===== src/shared/hrap_pkg.sv =====
// constants and types for the host register access port
package hrap_pkg;
  localparam logic [6:0] ADDR_BASE  = 7'h48;   // base address, strap code 0
  localparam int         SEL_HI     = 6;
  localparam int         SEL_LO     = 3;
  localparam int         CH_HI      = 2;
  localparam int         CH_LO      = 1;
  localparam int         DIR_BIT    = 7;       // read/write on four-wire link
  localparam int         ADDR_RW    = 0;       // read/write in slave address
  localparam logic [3:0] SEL_FIFO   = 4'h0;
  localparam logic [3:0] ACK_SLOT   = 4'h8;
  localparam logic [2:0] BIT_LAST   = 3'h7;
  localparam int         DATA_W     = 8;
  localparam int         FIFO_D     = 8;

  typedef enum logic [2:0] {
    TW_IDLE  = 3'b000,
    TW_ADDR  = 3'b001,
    TW_SUB   = 3'b010,
    TW_WDATA = 3'b011,
    TW_RDATA = 3'b100,
    TW_WAIT  = 3'b101
  } hrap_tw_e;

  // one register access towards the uart core
  typedef struct packed {
    logic [3:0] sel;
    logic [7:0] data;
    logic       wr;
    logic       rd;
  } hrap_req_s;
endpackage : hrap_pkg


===== src/hrap_top.sv =====
// two-wire and four-wire register access port with transmit fifo
`timescale 1ns/1ps

module hrap_fifo #(
  parameter int W = 8,
  parameter int D = 8
) (
  input  wire logic         clk,
  input  wire logic         rst_n,
  // fill side
  input  wire logic [W-1:0] inData,
  input  wire logic         inValid,
  output      logic         inReady,
  // drain side
  output      logic [W-1:0] outData,
  output      logic         outValid,
  input  wire logic         outReady
);
  localparam int AW = $clog2(D);
  logic [W-1:0]  mem [D];
  logic [AW-1:0] wrPtr_ff, nxt_wrPtr, rdPtr_ff, nxt_rdPtr;
  logic [AW:0]   cnt_ff, nxt_cnt;
  logic          push, pop;

  always_comb begin
    push      = inValid && inReady;
    pop       = outValid && outReady;
    nxt_wrPtr = push ? AW'(wrPtr_ff + 1'b1) : wrPtr_ff;
    nxt_rdPtr = pop ? AW'(rdPtr_ff + 1'b1) : rdPtr_ff;
    nxt_cnt   = (AW+1)'(cnt_ff + push - pop);
  end

  always_ff @(posedge clk) begin
    if (!rst_n) begin
      wrPtr_ff <= '0;
      rdPtr_ff <= '0;
      cnt_ff   <= '0;
    end else begin
      wrPtr_ff <= nxt_wrPtr;
      rdPtr_ff <= nxt_rdPtr;
      cnt_ff   <= nxt_cnt;
    end
  end

  always_ff @(posedge clk) begin
    if (push) mem[wrPtr_ff] <= inData;
  end

  assign inReady  = cnt_ff != (AW+1)'(D);
  assign outValid = cnt_ff != '0;
  assign outData  = mem[rdPtr_ff];
endmodule : hrap_fifo

module hrap_top import hrap_pkg::*; (
  // clock and reset
  input  wire logic              clk,
  input  wire logic              rst_n,
  // two-wire link
  input  wire logic              scl,
  input  wire logic              sdaIn,
  output      logic              sdaOut,
  output      logic              sdaOeN,
  input  wire logic [1:0]        addr_strap_hi,
  input  wire logic [1:0]        addr_strap_lo,
  // four-wire link
  input  wire logic              sclk,
  input  wire logic              csN,
  input  wire logic              mosi,
  output      logic              miso,
  output      logic              misoOeN,
  // register port towards the uart core
  output      hrap_req_s         regReq,
  input  wire logic [DATA_W-1:0] regRdData,
  output      logic              txOverflow,
  // transmit fifo drain
  output      logic [DATA_W-1:0] txData,
  output      logic              txValid,
  input  wire logic              txReady
);
  logic [8:0]  s1_ff, s2_ff, s3_ff;
  logic        sclS, sdaS, sclkS, csNS, mosiS, sclP, sdaP, sclkP, csNP;
  logic        start, stop, sclRise, sclFall, ckRise, ckFall;
  logic [6:0]  myAddr;
  hrap_tw_e    tw_ff, nxt_tw;
  logic [3:0]  twCnt_ff, nxt_twCnt;
  logic [7:0]  twSh_ff, nxt_twSh, rdBuf_ff, nxt_rdBuf;
  logic [7:0]  spSh_ff, nxt_spSh;
  logic [2:0]  spCnt_ff, nxt_spCnt;
  logic        spFirst_ff, nxt_spFirst, spRd_ff, nxt_spRd;
  logic [3:0]  sel_ff, nxt_sel;
  hrap_req_s   req_ff, nxt_req;
  logic        sdaOeN_ff, nxt_sdaOeN, miso_ff, nxt_miso;
  logic        misoOeN_ff, nxt_misoOeN, ovf_ff, nxt_ovf;
  logic        push_ff, nxt_push, fifoReady;
  logic [7:0]  pushData_ff, nxt_pushData, twByte, spByte;
  logic        canPush;

  always_comb begin
    {sclS, sdaS, sclkS, csNS, mosiS} = s2_ff[8:4];
    {sclP, sdaP, sclkP, csNP}        = s3_ff[8:5];
    start   = sclS && sclP && sdaP && !sdaS;
    stop    = sclS && sclP && !sdaP && sdaS;
    sclRise = sclS && !sclP;
    sclFall = !sclS && sclP;
    ckRise  = sclkS && !sclkP && !csNS;
    ckFall  = !sclkS && sclkP && !csNS;
    myAddr  = ADDR_BASE + {3'h0, s2_ff[3:0]};
    twByte  = {twSh_ff[6:0], sdaS};
    spByte  = {spSh_ff[6:0], mosiS};
    canPush = fifoReady && !push_ff;
  end

  always_comb begin
    nxt_tw = tw_ff;  nxt_twCnt = twCnt_ff;  nxt_twSh = twSh_ff;
    nxt_spSh = spSh_ff;  nxt_spCnt = spCnt_ff;  nxt_spFirst = spFirst_ff;
    nxt_spRd = spRd_ff;  nxt_sel = sel_ff;  nxt_sdaOeN = sdaOeN_ff;
    nxt_miso = miso_ff;  nxt_misoOeN = csNS;  nxt_ovf = ovf_ff;
    nxt_push = 1'b0;  nxt_pushData = pushData_ff;
    nxt_rdBuf = req_ff.rd ? regRdData : rdBuf_ff;
    nxt_req = req_ff;  nxt_req.wr = 1'b0;  nxt_req.rd = 1'b0;
    // two-wire slave
    if (start) begin
      nxt_tw = TW_ADDR;  nxt_twCnt = '0;  nxt_sdaOeN = 1'b1;
    end else if (stop) begin
      nxt_tw = TW_IDLE;  nxt_sdaOeN = 1'b1;
    end else if (sclRise && tw_ff != TW_IDLE) begin
      if (twCnt_ff != ACK_SLOT) begin
        nxt_twSh  = twByte;
        nxt_twCnt = twCnt_ff + 4'h1;
      end else begin
        nxt_twCnt = '0;
        if (tw_ff == TW_RDATA) begin
          if (sdaS) nxt_tw = TW_WAIT;
          else if (sdaOeN_ff) begin
            // our own address ack is not a host ack
            nxt_req.rd = 1'b1;
          end
        end
      end
    end else if (sclFall && tw_ff != TW_IDLE && tw_ff != TW_WAIT) begin
      if (twCnt_ff == ACK_SLOT) begin
        nxt_sdaOeN = 1'b1;
        case (tw_ff)
          TW_ADDR: if (twSh_ff[7:1] == myAddr) begin
            nxt_sdaOeN = 1'b0;
            nxt_tw = twSh_ff[ADDR_RW] ? TW_RDATA : TW_SUB;
            nxt_req.rd = twSh_ff[ADDR_RW];
            nxt_req.sel = sel_ff;
          end else nxt_tw = TW_WAIT;
          TW_SUB: begin
            nxt_sdaOeN = 1'b0;
            nxt_sel = twSh_ff[SEL_HI:SEL_LO];
            nxt_tw = TW_WDATA;
          end
          TW_WDATA: if (sel_ff == SEL_FIFO) begin
            if (canPush) begin
              nxt_sdaOeN = 1'b0;
              nxt_push = 1'b1;
              nxt_pushData = twSh_ff;
            end
          end else begin
            nxt_sdaOeN = 1'b0;
            nxt_req = '{sel: sel_ff, data: twSh_ff, wr: 1'b1, rd: 1'b0};
          end
          default: ;
        endcase
      end else if (tw_ff == TW_RDATA) begin
        if (twCnt_ff == '0) begin
          nxt_twSh = rdBuf_ff;
          nxt_sdaOeN = rdBuf_ff[DATA_W-1];
        // each rise shifts the byte up, so the next bit sits at the top
        end else nxt_sdaOeN = twSh_ff[DATA_W-1];
      end else if (twCnt_ff == '0) nxt_sdaOeN = 1'b1;
    end
    // four-wire slave, mode 0
    if (csNS) begin
      nxt_spCnt = '0;  nxt_spFirst = 1'b1;  nxt_spRd = 1'b0;
    end else if (ckRise) begin
      nxt_spSh = spByte;
      nxt_spCnt = spCnt_ff + 3'h1;
      if (spCnt_ff == BIT_LAST) begin
        if (spFirst_ff) begin
          nxt_spFirst = 1'b0;
          nxt_spRd = spByte[DIR_BIT];
          nxt_sel = spByte[SEL_HI:SEL_LO];
          nxt_req.sel = spByte[SEL_HI:SEL_LO];
          nxt_req.rd = spByte[DIR_BIT];
        end else if (spRd_ff) nxt_req.rd = 1'b1;
        else if (sel_ff == SEL_FIFO) begin
          if (canPush) begin
            nxt_push = 1'b1;
            nxt_pushData = spByte;
          end else nxt_ovf = 1'b1;
        end else nxt_req = '{sel: sel_ff, data: spByte, wr: 1'b1, rd: 1'b0};
      end
    end else if (ckFall && spRd_ff) begin
      if (spCnt_ff == '0) begin
        nxt_spSh = rdBuf_ff;
        nxt_miso = rdBuf_ff[DATA_W-1];
      end else nxt_miso = spSh_ff[DATA_W-1];
    end
  end

  always_ff @(posedge clk) begin
    if (!rst_n) begin
      // idle pin levels, so no false edge follows reset
      s1_ff <= 9'h1A0;  s2_ff <= 9'h1A0;  s3_ff <= 9'h1A0;
      tw_ff <= TW_IDLE;  twCnt_ff <= '0;  twSh_ff <= '0;  rdBuf_ff <= '0;
      spSh_ff <= '0;  spCnt_ff <= '0;  spFirst_ff <= 1'b1;  spRd_ff <= 1'b0;
      sel_ff <= '0;  req_ff <= '0;  sdaOeN_ff <= 1'b1;  miso_ff <= 1'b0;
      misoOeN_ff <= 1'b1;  ovf_ff <= 1'b0;  push_ff <= 1'b0;
      pushData_ff <= '0;
    end else begin
      s1_ff <= {scl, sdaIn, sclk, csN, mosi, addr_strap_hi, addr_strap_lo};
      s2_ff <= s1_ff;  s3_ff <= s2_ff;
      tw_ff <= nxt_tw;  twCnt_ff <= nxt_twCnt;  twSh_ff <= nxt_twSh;
      rdBuf_ff <= nxt_rdBuf;  spSh_ff <= nxt_spSh;  spCnt_ff <= nxt_spCnt;
      spFirst_ff <= nxt_spFirst;  spRd_ff <= nxt_spRd;  sel_ff <= nxt_sel;
      req_ff <= nxt_req;  sdaOeN_ff <= nxt_sdaOeN;  miso_ff <= nxt_miso;
      misoOeN_ff <= nxt_misoOeN;  ovf_ff <= nxt_ovf;  push_ff <= nxt_push;
      pushData_ff <= nxt_pushData;
    end
  end

  // fifo ready gates the ack, so a stalled drain turns into a nack
  hrap_fifo #(.W(DATA_W), .D(FIFO_D)) u_txFifo (
    .clk     (clk),
    .rst_n   (rst_n),
    .inData  (pushData_ff),
    .inValid (push_ff),
    .inReady (fifoReady),
    .outData (txData),
    .outValid(txValid),
    .outReady(txReady)
  );

  assign sdaOut     = 1'b0;
  assign sdaOeN     = sdaOeN_ff;
  assign miso       = miso_ff;
  assign misoOeN    = misoOeN_ff;
  assign regReq     = req_ff;
  assign txOverflow = ovf_ff;
endmodule : hrap_top


===== config.mk =====
export PLATFORM = sky130hd
export DESIGN_NAME = hrap_top
export DESIGN_NICKNAME = d
export VERILOG_FILES = /design/src/shared/hrap_pkg.sv /design/src/hrap_top.sv
export SDC_FILE = /design/constraint.sdc
export NUM_CORES = 1
export LEC_CHECK = 0
export ABC_AREA = 1
export ABC_CLOCK_PERIOD_IN_PS = 5800
export BUFFER_PORTS_ARGS = -buffer_cell sky130_fd_sc_hd__buf_2
export CORE_UTILIZATION = 60
export CTS_BUF_LIST = sky130_fd_sc_hd__clkbuf_4
export CTS_CLUSTER_DIAMETER = 100
export DETAILED_ROUTE_END_ITERATION = 8
export PLACE_DENSITY = 0.87
export REMOVE_ABC_BUFFERS = 1
export SKIP_LAST_GASP = 1
export SLEW_MARGIN = 20
export SYNTH_ARGS = -nofsm -noshare
export SYNTH_HDL_FRONTEND = slang
export SYNTH_HIERARCHICAL = 1
export SYNTH_SLANG_ARGS = --single-unit
export TNS_END_PERCENT = 30

===== constraint.sdc =====
create_clock -name clk -period 5.8 [get_ports clk]
set_clock_uncertainty 0.15 [all_clocks]
set_input_delay 0 -clock clk [delete_from_list [all_inputs] [get_ports clk]]
set_output_delay 0 -clock clk [all_outputs]
set_load 0.01 [all_outputs]

==> key figures <==
Clocking
  – Worst-Skew Late Latency: between 0.5 and 0.6 ns
  – CTS sink cnt: 165
  – CTS buffer count: 17
  – CTS H-tree lvls: 4
  – CTS root buf: clkbuf_4
  – Clk slew on worst S/H paths: around 0.12 ns
  – Maximum clock insertion buffer count: 2
  – TritonCTS clock tree: yes
  – Setup Buffers After CTS: 0

Drt
  – Drt pass-1 iters: 5
  – Residual DRC count: 0
  – DR iter-0 viols: 500
  – DR vias/cell: 5.25
  – Detailed-route wire length: 16700 um
  – Vias: between 6000 and 7000
  – ANT nets after route: 0
  – Routed WL per cell: approximately 14 um

GRT
  – All-Layer GR Usage: between 20% and 30%
  – Global-route wire length before repair: roughly 28000 um
  – GR Overflow Total: 0
  – Vias in the first global route: slightly above 6000
  – Initial antenna violation count: 0
  – Largest net degree at the start of global routing: 55

Power
  – Total Power: between 2 and 2.5 mW
  – Leakage: 4.00 nW
  – Peak supply drop: approximately 140 uV
  – PwrDens: between 200 and 300 nW/um^2

Timing
  – Clock period minus worst slack: about 2.4 ns
  – Final Cycle Share: 42.1%
  – Hold slack final: between 0.15 and 0.2 ns
  – Endpoints failing hold: 0
  – Slew margin rel.: 33.4%
  – Tightest Pin Transition: roughly 0.99 ns
  – Count of final max-slew check failures: 0
  – Setup TNS: 0 ns
  – Fmax: just over 400 MHz
  – Count of final setup violators: 0
  – Unrepaired setup endpoints after global routing: no
  – Final Worst Setup Slack: about 3.4 ns

Finish
  – Design area: approximately 8600 um^2
  – Most frequent cells in the layout: 243 x nand2_1, 175 x inv_1, 101 x dfxtp_1
  – Most common cell after layout, fill and taps aside: nand2_1
  – Layout cell share with drive strength beyond 1: about a tenth
  – Multi-input logic area: 2800 um^2
  – Layout area overhead: 12.8%
  – End-of-flow core utilization: between 70% and 80%
  – # nets final: ~1100
  – Antenna diodes: 0
  – Number of fill cells: 985
  – Finished Layout Cells: 1219
  – Sequential Area: around 3900 um^2

Floorplan
  – Die Wd: 115 um
  – Initial Utilization: a little over three fifths
  – IO Pins: 48
  – Row Count: 40
  – DIE AREA: between 10000 and 15000 um^2
  – Chip Height: between 100 and 150 um
  – Core Region: around 12000 um^2

Worst setup path
  – Critical Path AT: 2.76 ns
  – Flop-to-flop setup slack: 3.36 ns
  – CP startpoint kind: flop
  – Required @ worst endpoint: between 6 and 7 ns
  – Largest fanout on the critical path: 16
  – CP endpoint kind: flop
  – Type of the worst setup path: reg -> reg

Place
  – GPL Wtd Cong: between 0.8 and 0.9
  – Cell area after placement: between 7000 and 8000 um^2
  – Pre-CTS WS: between 3 and 4 ns
  – Placed Cells incl. Taps: about 1100
  – HPWL after DPL: 10900 um
  – IO Port Bufs: 46

Synth
  – Post-synthesis async set-or-reset flop share: 0%
  – Average size of a mapped cell: 7.96 um^2
  – Yosys top cell area share: a little over a quarter
  – Synth area leader: dfxtp_1
  – Synth top area cells: dfxtp_1 27%, edfxtp_1 25%, nand2_1 12%
  – Gate Count Post-Synth: ~960
  – Yosys reg bits: roughly 170
  – Syn. warnings: 6
  – Main synth FF type: dfxtp_1
  – Mapped Area: approximately 7600 um^2
  – Cell variety after synth: 40
  – Seq/Total Area, Yosys: about half
  – Number of synthesized flops with an enable pin: between 60 and 70

Job
  – Number of max-cap violations: 0

Hold path
  – Hold Crit Class: in -> reg

Run status
  – Outcome: complete, no violations
==> cells in the mapped netlist, types with 8 or more instances <==
cell      number
nand2_1      243
inv_1        175
dfxtp_1      101
o21ai_0       83
nor2_1        67
edfxtp_1      64
nand3_1       55
a21oi_1       50
ha_1          12
clkbuf_1      11
a31oi_1        9
nand2_2        9
or2_2          8
==> repair_timing <==
action / CTS / global route
hold buffers: 44 / 0
resized for setup: 0 / 0
hold endpoints to repair: 55 / 0
==> state kept, by name, indices dropped and copies added (netlist names), 4 cells and up, named ones only <==
name / flops
sel_ff: 4
twCnt_ff: 4
regReq: 14
pushData_ff: 8
u_txFifo/mem: 64
twSh_ff: 8
u_txFifo/cnt_ff: 4
s1_ff: 9
s2_ff: 9
rdBuf_ff: 8
s3_ff: 4
spSh_ff: 8
==> area by class of cell <==
cell class | instances | area share, %
Inverter | 182 | 8.00
Multi-Input combinational cell | 581 | 32.5
Timing Repair Buffer | 91 | 7.88
Sequential cell | 165 | 45.8
Clock inverter | 15 | 1.90
Tap cell | 168 | 2.44
Clock buffer | 17 | 1.48
==> critical path, cell delays in order (launching register included) <==
cell and delay [ns]:
dfxtp_1 0.33, inv_1 0.06, ha_1 0.23, nand2_2 0.12, inv_1 0.05, nor2_1 0.29, inv_1 0.15, nor4_4 0.62
a21oi_1 0.16, o21ai_0 0.13, inv_1 0.05
==> power breakdown <==
group	switching (mW)	internal [mW]
Clock	0.387	0.293
Sequential	0.0355	1.23
Combinational	0.288	0.177
==> path summary, 6_finish.rpt <==
| check | from | to | cells after the start |
|---|---|---|---|
| setup / recovery | u_txFifo/cnt_ff[2]$_SDFF_PN0_ | pushData_ff[2]$_SDFF_PN0_ | 10 |
| hold / removal | txReady | u_txFifo/rdPtr_ff[0]$_SDFFE_PN0P_ | 5 |
| setup reg to reg | u_txFifo/cnt_ff[2]$_SDFF_PN0_ | pushData_ff[2]$_SDFF_PN0_ | 10 |
| hold reg to reg | s1_ff[3]$_SDFF_PN0_ | s2_ff[3]$_SDFF_PN0_ | 2 |
==> layer usage <==
| metal | global-route usage [%] | vias to the layer above | share of wire, % |
|---|---|---|---|
| met4 | 13.5 | 0 | 3.2 |
| met1 | 31.0 | 2932 | 42 |
| met2 | 49.3 | 229 | 50 |
| li1 | - | 3195 | - |
| met5 | 0 | - | 0 |
| met3 | 5.38 | 43 | 5.0 |
==> logic make-up (layout without fill, tap and decap cells) <==
group | after synthesis | in the layout | share of synthesized area (%)
simple gates | 407 | 407 | 22.8
buf+inv | 213 | 305 | 11.7
flops | 165 | 165 | 51.7
compound gates | 160 | 160 | 11.5
fa+ha+maj | 13 | 13 | 2.23
other cells | 1 | 1 | 0.0491
No activity file was read; power rests on OpenSTA's default activity.
